## src/bsd_pkg.sv

```systemverilog
// bsd_pkg: shared types and constants for the burner status display selector
// assumes a single 50 MHz clock shared by the sequencer and this block
`default_nettype none
package bsd_pkg;

  // sequencer states, gray coded along the normal path
  typedef enum logic [2:0] {
    SEQ_STANDBY     = 3'h0,
    SEQ_PURGE       = 3'h1,
    SEQ_PREIGNITION = 3'h3,
    SEQ_FIRST_SAFE  = 3'h2,
    SEQ_PILOT_STABILIZATION  = 3'h6,
    SEQ_MAIN_TRIAL  = 3'h7,
    SEQ_RUN         = 3'h5,
    SEQ_POSTPURGE   = 3'h4
  } bsd_seq_e;

  // what the second line carries
  typedef enum logic {
    L2_SELECTABLE = 1'b0,
    L2_PREEMPTIVE = 1'b1
  } bsd_l2_e;

  // submenu tag in the right field of line one
  typedef enum logic [1:0] {
    TAG_BLANK     = 2'h0,
    TAG_DIAG_INFO = 2'h1,
    TAG_FAULT_HIS = 2'h2
  } bsd_tag_e;

  // field widths
  localparam int unsigned MSG_W     = 6;
  localparam int unsigned CAUSE_W   = 4;
  localparam int unsigned FCODE_W   = 8;
  localparam int unsigned ELAPSED_W = 16;
  localparam int unsigned MIN_W     = 11;
  localparam int unsigned SEC_W     = 6;
  localparam int unsigned HIST_W    = 3;

  // timing
  localparam int unsigned CLK_FREQ_KHZ      = 50000;
  localparam int unsigned SEC_TICK_MS       = 1000;
  localparam int unsigned SEC_TICK_CYCLES   = SEC_TICK_MS * CLK_FREQ_KHZ;
  localparam int unsigned SECS_PER_MIN      = 60;
  localparam logic [SEC_W-1:0] PREEMPT_TIMEOUT_S = 6'h3c;
  localparam logic [SEC_W-1:0] SEC_ZERO          = 6'h00;

endpackage
`default_nettype wire

```

## src/bsd_selector.sv

```systemverilog
// bsd_selector: picks and formats line one, line two and the five lamps
// assumes sequencer inputs are on i_ref_clk; only the mode key is asynchronous
`timescale 1ns/1ps
`default_nettype none

// Behaviour
// - line one shows the present sequencer state out of the eight
// - purge, first safety, main trial, postpurge also show minutes and seconds
// - a held sequence shows state, hold marker and the cause code
// - lockout shows indication, fault code, fault message and fault state
// - right field is blank or arrow plus diagnostic or history tag
// - tag only while line two shows a submenu entry, else blank
// - preemptive and lockout messages on line two carry parentheses
// - a newly arising preemptive message replaces the selectable one
// - after 60 s a pending preemptive or lockout message displaces selection
// - pilot and main lamps follow the sequence state outside lockout, power stays lit, flame follows flame proven, alarm follows lockout
// - mode key jumps to preempted message, ignored when none exists
module bsd_selector #(
  parameter int unsigned SEC_CYCLES = bsd_pkg::SEC_TICK_CYCLES
) (
  input  wire logic                          i_ref_clk,
  input  wire logic                          i_rst,
  input  wire bsd_pkg::bsd_seq_e             i_seq_state,
  input  wire logic [bsd_pkg::ELAPSED_W-1:0] i_elapsed_sec,
  input  wire logic                          i_seq_hold,
  input  wire logic [bsd_pkg::CAUSE_W-1:0]   i_hold_cause,
  input  wire logic                          i_lockout,
  input  wire logic [bsd_pkg::FCODE_W-1:0]   i_fault_code,
  input  wire logic [bsd_pkg::MSG_W-1:0]     i_fault_msg,
  input  wire bsd_pkg::bsd_seq_e             i_fault_state,
  input  wire logic                          i_flame_proven,
  input  wire logic                          i_submenu_active,
  input  wire logic                          i_submenu_history,
  input  wire logic [bsd_pkg::HIST_W-1:0]    i_history_index,
  input  wire logic [bsd_pkg::MSG_W-1:0]     i_sel_msg,
  input  wire logic                          i_pre_pending,
  input  wire logic [bsd_pkg::MSG_W-1:0]     i_pre_msg,
  input  wire logic                          i_mode_key,
  output logic                               o_l1_state_valid,
  output bsd_pkg::bsd_seq_e                  o_l1_state,
  output logic                               o_l1_show_time,
  output logic [bsd_pkg::MIN_W-1:0]          o_l1_minutes,
  output logic [bsd_pkg::SEC_W-1:0]          o_l1_seconds,
  output logic                               o_l1_hold,
  output logic [bsd_pkg::CAUSE_W-1:0]        o_l1_hold_code,
  output logic                               o_l1_lockout,
  output logic [bsd_pkg::FCODE_W-1:0]        o_l1_fault_code,
  output logic [bsd_pkg::MSG_W-1:0]          o_l1_fault_msg,
  output bsd_pkg::bsd_tag_e                  o_l1_tag,
  output logic [bsd_pkg::HIST_W-1:0]         o_l1_tag_num,
  output logic                               o_l2_paren,
  output logic [bsd_pkg::MSG_W-1:0]          o_l2_msg,
  output logic                               o_led_power,
  output logic                               o_led_pilot,
  output logic                               o_led_flame,
  output logic                               o_led_main,
  output logic                               o_led_alarm
);
  import bsd_pkg::*;

  // states whose elapsed time is shown
  function automatic logic is_timed(input bsd_seq_e s);
    is_timed = (s == SEQ_PURGE) || (s == SEQ_FIRST_SAFE) ||
               (s == SEQ_MAIN_TRIAL) || (s == SEQ_POSTPURGE);
  endfunction

  // states with the pilot lamp lit
  function automatic logic pilot_on(input bsd_seq_e s);
    pilot_on = (s == SEQ_FIRST_SAFE) || (s == SEQ_PILOT_STABILIZATION) ||
               (s == SEQ_MAIN_TRIAL);
  endfunction

  // states with the main lamp lit
  function automatic logic main_on(input bsd_seq_e s);
    main_on = (s == SEQ_MAIN_TRIAL) || (s == SEQ_RUN);
  endfunction

  localparam logic [31:0] SEC_LAST = 32'(SEC_CYCLES - 1);
  localparam logic [ELAPSED_W-1:0] SECS_PER_MIN_W = ELAPSED_W'(SECS_PER_MIN);
  localparam logic [SEC_W-1:0]     SECS_PER_MIN_S = SEC_W'(SECS_PER_MIN);

  logic [31:0]        div_reg;
  logic               sec_tick;
  logic               mode_meta_reg;
  logic               mode_sync_reg;
  logic               mode_last_reg;
  logic               mode_pulse;
  logic               pend_last_reg;
  logic               avail;
  logic               arise;
  logic [MSG_W-1:0]   sel_last_reg;
  logic               sel_change;
  logic [SEC_W-1:0]   sel_sec_reg;
  logic               timeout;
  bsd_l2_e            l2_reg;
  bsd_l2_e            l2_next;
  logic [ELAPSED_W-1:0] min_full;
  logic [ELAPSED_W-1:0] sec_full;

  // one second enable
  always_ff @(posedge i_ref_clk or posedge i_rst) begin
    if (i_rst) begin
      div_reg <= 32'h0;
    end else if (div_reg == SEC_LAST) begin
      div_reg <= 32'h0;
    end else begin
      div_reg <= div_reg + 32'h1;
    end
  end
  assign sec_tick = (div_reg == SEC_LAST);

  // mode key synchroniser and edge
  always_ff @(posedge i_ref_clk or posedge i_rst) begin
    if (i_rst) begin
      mode_meta_reg <= 1'b0;
      mode_sync_reg <= 1'b0;
      mode_last_reg <= 1'b0;
    end else begin
      mode_meta_reg <= i_mode_key;
      mode_sync_reg <= mode_meta_reg;
      mode_last_reg <= mode_sync_reg;
    end
  end
  assign mode_pulse = mode_sync_reg & ~mode_last_reg;

  // event history for arising messages and selection changes
  always_ff @(posedge i_ref_clk or posedge i_rst) begin
    if (i_rst) begin
      pend_last_reg <= 1'b0;
      sel_last_reg  <= '0;
    end else begin
      pend_last_reg <= avail;
      sel_last_reg  <= i_sel_msg;
    end
  end
  assign avail      = i_pre_pending | i_lockout;
  assign arise      = avail & ~pend_last_reg;
  assign sel_change = (i_sel_msg != sel_last_reg);

  // seconds the selectable message has been shown
  always_ff @(posedge i_ref_clk or posedge i_rst) begin
    if (i_rst) begin
      sel_sec_reg <= SEC_ZERO;
    end else if (l2_reg == L2_PREEMPTIVE || sel_change) begin
      sel_sec_reg <= SEC_ZERO;
    end else if (sec_tick && sel_sec_reg != PREEMPT_TIMEOUT_S) begin
      sel_sec_reg <= sel_sec_reg + 6'h1;
    end
  end
  assign timeout = (sel_sec_reg == PREEMPT_TIMEOUT_S);

  // second line source selection
  always_comb begin
    l2_next = l2_reg;
    if (!avail) begin
      l2_next = L2_SELECTABLE;
    end else if (arise) begin
      l2_next = L2_PREEMPTIVE;
    end else if (mode_pulse) begin
      l2_next = L2_PREEMPTIVE;
    end else if (sel_change) begin
      l2_next = L2_SELECTABLE;
    end else if (l2_reg == L2_SELECTABLE && timeout) begin
      l2_next = L2_PREEMPTIVE;
    end
  end

  always_ff @(posedge i_ref_clk or posedge i_rst) begin
    if (i_rst) begin
      l2_reg <= L2_SELECTABLE;
    end else begin
      l2_reg <= l2_next;
    end
  end

  // line two contents
  always_ff @(posedge i_ref_clk or posedge i_rst) begin
    if (i_rst) begin
      o_l2_paren <= 1'b0;
      o_l2_msg   <= '0;
    end else begin
      unique case (l2_reg)
        L2_SELECTABLE: begin
          o_l2_paren <= 1'b0;
          o_l2_msg   <= i_sel_msg;
        end
        L2_PREEMPTIVE: begin
          o_l2_paren <= 1'b1;
          o_l2_msg   <= i_lockout ? i_fault_msg : i_pre_msg;
        end
      endcase
    end
  end

  // minutes and seconds split
  assign min_full = i_elapsed_sec / SECS_PER_MIN_W;
  assign sec_full = i_elapsed_sec % SECS_PER_MIN_W;

  // line one status fields
  always_ff @(posedge i_ref_clk or posedge i_rst) begin
    if (i_rst) begin
      o_l1_state_valid <= 1'b0;
      o_l1_state       <= SEQ_STANDBY;
      o_l1_show_time   <= 1'b0;
      o_l1_minutes     <= '0;
      o_l1_seconds     <= '0;
      o_l1_hold        <= 1'b0;
      o_l1_hold_code   <= '0;
    end else begin
      o_l1_state_valid <= 1'b1;
      o_l1_state       <= i_lockout ? i_fault_state : i_seq_state;
      o_l1_show_time   <= !i_lockout && !i_seq_hold && is_timed(i_seq_state);
      o_l1_minutes     <= min_full[MIN_W-1:0];
      o_l1_seconds     <= sec_full[SEC_W-1:0];
      o_l1_hold        <= !i_lockout && i_seq_hold;
      o_l1_hold_code   <= i_seq_hold ? i_hold_cause : '0;
    end
  end

  // line one lockout fields
  always_ff @(posedge i_ref_clk or posedge i_rst) begin
    if (i_rst) begin
      o_l1_lockout    <= 1'b0;
      o_l1_fault_code <= '0;
      o_l1_fault_msg  <= '0;
    end else begin
      o_l1_lockout    <= i_lockout;
      o_l1_fault_code <= i_lockout ? i_fault_code : '0;
      o_l1_fault_msg  <= i_lockout ? i_fault_msg : '0;
    end
  end

  // right field tag
  always_ff @(posedge i_ref_clk or posedge i_rst) begin
    if (i_rst) begin
      o_l1_tag     <= TAG_BLANK;
      o_l1_tag_num <= '0;
    end else if (i_submenu_active && l2_reg == L2_SELECTABLE) begin
      o_l1_tag     <= i_submenu_history ? TAG_FAULT_HIS : TAG_DIAG_INFO;
      o_l1_tag_num <= i_submenu_history ? i_history_index : '0;
    end else begin
      o_l1_tag     <= TAG_BLANK;
      o_l1_tag_num <= '0;
    end
  end

  // sequence lamps
  always_ff @(posedge i_ref_clk or posedge i_rst) begin
    if (i_rst) begin
      o_led_power <= 1'b0;
      o_led_pilot <= 1'b0;
      o_led_flame <= 1'b0;
      o_led_main  <= 1'b0;
      o_led_alarm <= 1'b0;
    end else begin
      o_led_power <= 1'b1;
      o_led_pilot <= !i_lockout && pilot_on(i_seq_state);
      o_led_flame <= i_flame_proven;
      o_led_main  <= !i_lockout && main_on(i_seq_state);
      o_led_alarm <= i_lockout;
    end
  end
endmodule

`default_nettype wire

```

## config.mk

```make
export PLATFORM = sky130hd
export DESIGN_NAME = bsd_selector
export DESIGN_NICKNAME = d
export VERILOG_FILES = /design/src/bsd_pkg.sv /design/src/bsd_selector.sv
export SDC_FILE = /design/constraint.sdc
export NUM_CORES = 1
export LEC_CHECK = 0
export BUFFER_PORTS_ARGS = -buffer_cell sky130_fd_sc_hd__buf_4
export CAP_MARGIN = 20
export CORE_UTILIZATION = 30
export DETAILED_ROUTE_END_ITERATION = 8
export GPL_TIMING_DRIVEN = 0
export PLACE_DENSITY = 0.51
export REMOVE_ABC_BUFFERS = 1
export SYNTH_ARGS = -nofsm -noshare
export SYNTH_HDL_FRONTEND = slang
export SYNTH_SLANG_ARGS = --single-unit
```

## constraint.sdc

```tcl
create_clock -name i_ref_clk -period 6.6 [get_ports i_ref_clk]
set_clock_uncertainty 0.05 [all_clocks]
set_input_delay 1.32 -clock i_ref_clk [delete_from_list [all_inputs] [get_ports i_ref_clk]]
set_output_delay 1.32 -clock i_ref_clk [all_outputs]
set_load 0.01 [all_outputs]
```

Yosys cells after proc, flatten, opt, wreduce, memory -nomap -nowiden
Cells that the tools add are included.

$add $sub $neg: 2. $mul: 0. Divide/modulo/power cells: 2. Order comparisons: 0. Equal/unequal tests: 11. Shifts and indexed selects: 0. Mux-type cells: 19. Bitwise logic cells: 6. Reductions and logical operators: 18.

Operator list (count): $add A32 B1 Y32 const B (1); $eq A32 B26 Y1 const B (1); $mux W32 (1); $mux W6 (4); $div A16 B6 Y16 const B (1); $mod A16 B6 Y16 const B (1); $eq A3 B3 Y1 const B (4); $pmux W6 S2 (1); $mux W3 (3); $logic_and A1 B1 Y1 (8); $mux W8 (1); $logic_or A1 B1 Y1 (7); $add A6 B1 Y6 const B (1); $eq A6 B6 Y1 const B (1); $ne A6 B6 Y1 (1); $ne A6 B6 Y1 const B (1); $mux W1 (5); $ne A5 B2 Y1 const B (1); $mux W2 (2); $mux W4 (1); $eq A3 B1 Y1 const B (1); $eq A3 B2 Y1 const B (1); $not A1 Y1 (3); $and A1 B1 Y1 (2); other kinds (4) (5).

Flip-flop bits (word level): 106. Latch bits: 0. Memory bits (writable): 0. Bits in read-only memories: 0. Input port bits: 64. Memories: 0.

Longest topological paths before layout
Gate-level depths: netlist of run 1.

Depth in word-level cells: 7. Gate-level depth with buffers: 18.

Worst setup path after synthesis of run 1
Ideal clock, no wire load.

Path kind: input port to flip-flop. Start point: input i_elapsed_sec[13] (netlist bit). End point: register o_l1_seconds[4] (netlist bit). Library setup time: 67 ps. Arrival time: 5033 ps. Data required time: 6483 ps. Setup slack: 1450 ps. Stages on the path: 17. Buffers on the path: 3. Cells stage by stage: buf_6 and2_4 a32o_1 or2_1 buf_6 a311oi_2 nor3_2 buf_6 a41o_4 or3_1 a21o_4 xnor2_1 or3_1 a22o_1 and2_1 o311ai_1 a32o_1.

Longest elaborated chain between the ends: 1.

RTL lines: start: declaration (RTL line bsd_selector.sv:24) `input wire logic [bsd_pkg::ELAPSED_W-1:0] i_elapsed_sec,`; $mod A16 B6 Y16 (RTL line bsd_selector.sv:197) `assign sec_full = i_elapsed_sec % SECS_PER_MIN_W;`; net sec_full[4] (RTL line bsd_selector.sv:98) `logic [ELAPSED_W-1:0] sec_full;`; end signal: assignment (RTL line bsd_selector.sv:214) `o_l1_seconds <= sec_full[SEC_W-1:0];`; end: declaration (RTL line bsd_selector.sv:43) `output logic [bsd_pkg::SEC_W-1:0] o_l1_seconds,`.

The timed path passes the listed nets, and every way through them passes these cells. A chain may end at the register's enable or synchronous reset.

Worst setup path in the final report of run 1
Start point: input i_elapsed_sec[11] (netlist bit). End point: register o_l1_seconds[3] (netlist bit).

Same word-level chain as after synthesis.

==> impl_metrics.yaml, run 1 <==
timing:
  setup_tns_ps: 0
  finalSetupViolCount: 0
  fmaxAchievable_mhz: 169
  finalCritPeriodShare_pct: 89.8
  relSlewSlack_pct: 29.5
  final.min_clock_period_ps: 5920
  final-hold-violation-count: 0
  rsz0062_at_grt: "false"
  drv_slew: 0
  worst_pin_slew_ps: 1050
clocking:
  cts_root_buf: "clkbuf_16"
  cts_max_level: 3
  tritoncts: "built"
  clock_path_buffers: 2
  hold_buffers: 0
  cts_resized: 0
  clkTransAtPathRegs_ps: 90
  cts_buffers: 9
  cts_setup_buffers: 0
  clock_latency_ps: 350
  clock-sinks: 106
logic_synthesis:
  synthArstFlopShare_pct: 100
  ys.flop_type: "dfrtp_1"
  yosysSeqAreaShare_pct: 46.0
  yosysWarnings: 0
  synth_edf_count: 0
  synth.distinct_cells: 90
  syn_inst: 582
  netlist_area_um2: 5760
  synth_seq_cells: 106
  syn_area_per_cell_um2: 9.90
cells_and_area:
  largest_reg_flops: 32
  diodes: 0
  area_growth_pct: 24.2
  layout_common_cells: "122 x buf_4, 106 x dfrtp_1, 56 x nor2_1, 39 x nand2_1, 27 x and2_1"
  final_area_um2: 7160
  n_fill_cell: 1880
  register_area_um2: 2650
  nets: 756
  drive_gt1_share_pct: 25.1
  multiInputGateArea_um2: 2860
  layout_commonest_cell: "buf_4"
global_route:
  antenna_found_initial: 0
  grt_pass1_wl_um: 23500
  grt_pass1_vias: 4704
  grtUsageTotal_pct: 15.0
  overflow: 0
  grt_max_degree: 72
worst_setup_path:
  crit_slowest_cell: "nor3_2"
  crit_fanout: 21
  cp.required_ps: 6780
  rrSetupSlack_ps: 3210
  crit_path_max_incr_delay_ps: 850
  worstRegToRegCells: 8
  cpMostUsedCell: "nor3_2"
  crit_arrival_ps: 6110
  critPathKind: "input pin to flop"
  crit_path_start_kind: "input pin"
  timing.rr.start: "div_reg[26]$_DFF_PP0_"
  path_delay_family: "simple AND/OR/NAND/NOR gates"
  end_kind: "flop"
  worst-path-buf-inv: 1
  cp_cell_sequence: "buf_4 > nor3b_1 > o211a_1 > or2_1 > a311oi_2 > nor3_2 > mux2i_4 > a21boi_1 > nor3_2 > nor3_1 > o211ai_4 > mux2i_2 > nor4_1 > a2111oi_2 > nand3_1"
  worstReg2RegEnd: "sel_sec_reg[5]$_DFFE_PP0P_"
  path_depth: 15
detailed_routing:
  vias: 4735
  vias_per_cell: 5.10
  dr.pass1.iters: 6
  first_iter_violations: 217
  detail-route-antenna-nets: 0
  drc: 0
  wl_per_cell_um: 15.5
  wirelength_um: 14400
placement:
  port-buffer-count: 122
  hpwl_um: 10800
  placed_cell_area_um2: 6840
  gp_congestion: 0.858
floorplanning:
  ios: 123
  core_um2: 18800
  fp.dieW_um: 141
  rows: 50
  die_h_um: 141
  start_util_pct: 30.7
  die-area_um2: 19800
run:
  maxCapViolCount: 0
outcome:
  status: "finished, final reports clean"
hold_path:
  hp-class: "flop to flop"
  min_from: "mode_meta_reg$_DFF_PP0_"
  min_path_cells: 0
  min_to: "mode_sync_reg$_DFF_PP0_"
power_and_ir_drop:
  p_leak_nw: 3.17
  vdd_drop_max_v: 0.000157
  cellPowerDensity_nw_per_um2: 246
## synthesized netlist by cell type, drive strengths merged, types with 8 or more instances
library cell | count | area [um^2]
o211ai | 15 | 141
and2 | 30 | 194
nand3 | 26 | 135
nor3 | 17 | 118
inv | 18 | 67.6
or3 | 10 | 62.6
and3 | 9 | 56.3
nor2 | 56 | 210
buf | 17 | 133
o21ai | 24 | 135
xnor2 | 26 | 228
clkbuf | 11 | 41.3
dfrtp | 106 | 2650
nand2 | 39 | 146
xor2 | 23 | 201
a21oi | 25 | 125
nand4 | 10 | 62.6
nand2b | 8 | 50.1
## through the flow
stage	worst slack [ps]	std cells	power [mW]	utilization, %	hold WS, ps
after detailed placement	297	912	1.22	36.4	286
after global routing	191	928	1.86	38.1	310
after CTS	695	928	1.79	38.1	306
after global placement	360	910	1.21	36.2	285
after floorplan	1180	554	1.03	-	281
final	676	928	1.76	38.1	302
## report_power, final
part / switching, mW / internal (mW) / leakage (nW) / total [mW]
logic: 0.274 / 0.214 / 1.66 / 0.488
clock network: 0.282 / 0.277 / 0.154 / 0.559
registers: 0.0160 / 0.696 / 1.35 / 0.712
## worst reg2reg max path, delay by kind of cell, from the launching register on
family	cells	cell delay, ps
compound gates	1	150
buf+inv	1	220
flops	1	410
simple gates	6	2490
## layout make-up
cell class / instances / share of cell area, %
Clock inverter: 7 / 1.31
Tap cell: 234 / 4.09
Clock buffer: 9 / 3.15
Inverter: 20 / 1.08
Timing Repair Buffer: 124 / 13.3
Sequential cell: 106 / 37.1
Multi-Input combinational cell: 428 / 40.0
## routing by layer
layer | track usage [%] | wire (um) | up-vias | share of wire, %
li1 | - | - | 2302 | -
met1 | 18.7 | 6390 | 2320 | 44
met2 | 26.6 | 7350 | 99 | 51
met3 | 2.51 | 484 | 14 | 3.4
met4 | 4.75 | 197 | 0 | 1.4
met5 | 0 | 0 | - | 0
## worst max path at each step
| stage | start | to | slack [ps] |
|---|---|---|---|
| finish | i_elapsed_sec[11] | o_l1_seconds[3]$_DFF_PP0_ | 680 |
| global route | i_elapsed_sec[11] | o_l1_seconds[3]$_DFF_PP0_ | 190 |
| CTS | i_elapsed_sec[11] | o_l1_seconds[3]$_DFF_PP0_ | 700 |
| detailed placement | i_elapsed_sec[11] | o_l1_seconds[3]$_DFF_PP0_ | 300 |
| global placement | i_elapsed_sec[15] | o_l1_seconds[3]$_DFF_PP0_ | 360 |
| floorplan | i_elapsed_sec[14] | o_l1_seconds[3]$_DFF_PP0_ | 1180 |
## cell families after synthesis
| group | count (synthesis) | synth area share [%] |
|---|---|---|
| DFF | 106 | 46.0 |
| buffers and inverters | 48 | 4.32 |
| muxes | 8 | 1.74 |
| other | 1 | 0.0651 |
| adders and majority gates | 7 | 1.39 |
| xor gates and xnor gates | 49 | 7.45 |
| AOI/OAI and AO/OA | 134 | 18.2 |
| and+or+nand+nor | 229 | 20.8 |
Power figures use the tool's default switching activity.
==> inputs of run 2 (changes only) <==
--- a/config.mk
+++ b/config.mk
@@ -10,8 +10,10 @@
 export CORE_UTILIZATION = 30
 export DETAILED_ROUTE_END_ITERATION = 8
 export GPL_TIMING_DRIVEN = 0
-export PLACE_DENSITY = 0.51
+export PLACE_DENSITY = 0.47
 export REMOVE_ABC_BUFFERS = 1
+export SKIP_CTS_REPAIR_TIMING = 1
 export SYNTH_ARGS = -nofsm -noshare
 export SYNTH_HDL_FRONTEND = slang
 export SYNTH_SLANG_ARGS = --single-unit
+export TNS_END_PERCENT = 10
==> run 2 against run 1 <==
Effect of this change: cell area is 0.28% lower; first-iteration DRC count is 31% lower; maximum frequency rose by 7.3%; count of clock-buffer cells in the layout rose by 1; non-clock buffer count up 1; worst hold slack hardly changed; largest power group unchanged; highest routed layer unchanged.
==> impl_metrics.yaml, run 2 (synthesized netlist as in run 1, its figures left out) <==
detailed_routing:
  vias: 4654
  wirelength_um: 14000
  vias_per_cell: 5.01
  first_iter_violations: 150
  dr.pass1.iters: 4
  detail-route-antenna-nets: 0
  drc: 0
  wl_per_cell_um: 15.1
timing:
  fmaxAchievable_mhz: 181
  worst_pin_slew_ps: 756
  setup_tns_ps: 0
  final.min_clock_period_ps: 5520
  relSlewSlack_pct: 48.6
  finalSetupViolCount: 0
  finalCritPeriodShare_pct: 83.7
  drv_slew: 0
  rsz0062_at_grt: "false"
  final-hold-violation-count: 0
power_and_ir_drop:
  vdd_drop_max_v: 0.000126
  power_mw: 1.73
  cellPowerDensity_nw_per_um2: 242
  p_leak_nw: 3.16
clocking:
  clkTransAtPathRegs_ps: 80
  clock-sinks: 106
  cts_root_buf: "clkbuf_16"
  clock_path_buffers: 2
  cts_buffers: 9
  cts_max_level: 3
  tritoncts: "built"
  clock_latency_ps: 350
global_route:
  grt_max_degree: 58
  grt_use_met1_pct: 19.0
  grtUsageTotal_pct: 14.4
  grt.busiest_layer: "met2"
  overflow: 0
  globalRouteMet3Util_pct: 3.23
  grt_pass1_vias: 4468
  antenna_found_initial: 0
  grt_pass1_wl_um: 22800
  met2_usage_pct: 24.2
worst_setup_path:
  crit_path_max_incr_delay_ps: 610
  crit_fanout: 20
  critPathKind: "input pin to flop"
  worst-path-buf-inv: 2
  crit_start: "i_elapsed_sec[15]"
  path_delay_family: "compound AO/OA/AOI/OAI gates"
  crit_arrival_ps: 5690
  cp_cell_sequence: "buf_4 > o211ai_1 > a32o_1 > or2_1 > a311oi_2 > nor3_2 > buf_6 > or3_1 > a21oi_1 > o21ai_0 > a2111o_1 > a32o_2 > mux2i_2 > nor4_1 > a2111oi_2 > nand3_1"
  end_kind: "flop"
  timing.rr.start: "div_reg[29]$_DFF_PP0_"
  cp.required_ps: 6770
  crit_slowest_cell: "mux2i_2"
  crit_path_start_kind: "input pin"
hold_path:
  min_from: "mode_meta_reg$_DFF_PP0_"
  hp-class: "flop to flop"
cells_and_area:
  n_fill_cell: 1871
  largest_reg_flops: 32
  nets: 757
  diodes: 0
  drive_gt1_share_pct: 25.0
  layout_common_cells: "122 x buf_4, 106 x dfrtp_1, 56 x nor2_1, 39 x nand2_1, 27 x and2_1"
  area_growth_pct: 23.9
  layout_commonest_cell: "buf_4"
floorplanning:
  die_h_um: 141
  fp.dieW_um: 141
  die-area_um2: 19800
  start_util_pct: 30.7
  core_um2: 18800
  ios: 123
  rows: 50
placement:
  port-buffer-count: 122
  gp_congestion: 0.845
  hpwl_um: 10300
run:
  maxCapViolCount: 0
outcome:
  status: "finished, final reports clean"
[run 2: layout make-up]
| class | count | area (um^2) | area share, % |
|---|---|---|---|
| clock buffer | 10 | 229 | 3.21 |
| timing repair buffer | 125 | 966 | 13.5 |
| inverter | 20 | 77.6 | 1.09 |
| sequential | 106 | 2650 | 37.2 |
| tap | 234 | 293 | 4.10 |
| multi-input combinational | 428 | 2860 | 40.1 |
| clock inverter | 6 | 58.8 | 0.824 |
[run 2: path summary, 6_finish.rpt]
check	end	slack, ps	depth (start not counted)
min in group asynchronous	o_l1_seconds[1]$_DFF_PP0_	1020	2
worst max register to register	sel_sec_reg[5]$_DFFE_PP0P_	3110	9
worst min-delay path	mode_sync_reg$_DFF_PP0_	300	0
worst min register to register	mode_sync_reg$_DFF_PP0_	300	0
worst max-delay path	o_l1_seconds[3]$_DFF_PP0_	1080	16
max in group asynchronous	o_l1_minutes[8]$_DFF_PP0_	4780	3
[run 2: worst register-to-register path: stages (launching register included)]
cell	delay [ps]
dfrtp_1	420
nor4_1	380
nand4_1	130
nor4_1	630
nor2b_1	520
buf_6	230
nor2b_1	370
nand4_1	210
or3_1	340
a21oi_1	150
[run 2: metrics by stage]
step / utilization, % / hold WS (ps) / std cells / setup WS (ps) / cell area (um^2)
after floorplan: - / 281 / 554 / 1180 / 5590
after global placement: 36.2 / 285 / 910 / 377 / 6800
after detailed placement: 36.4 / 285 / 912 / 318 / 6840
after CTS: 38.0 / 304 / 928 / 685 / 7130
after global routing: 38.0 / 329 / 929 / 762 / 7140
final: 38.0 / 302 / 929 / 1080 / 7140
[run 2: layer usage]
metal / wire (um) / vias to the layer above
met5: 0 / -
met1: 6420 / 2253
met2: 6940 / 106
met4: 129 / 0
li1: - / 2284
met3: 550 / 11
[run 2: power by group]
part           internal, mW  switching [mW]  leakage, nW
clock                 0.265           0.256        0.137
sequential            0.696          0.0162         1.35
combinational         0.216           0.276         1.67
total                  1.18           0.548         3.16
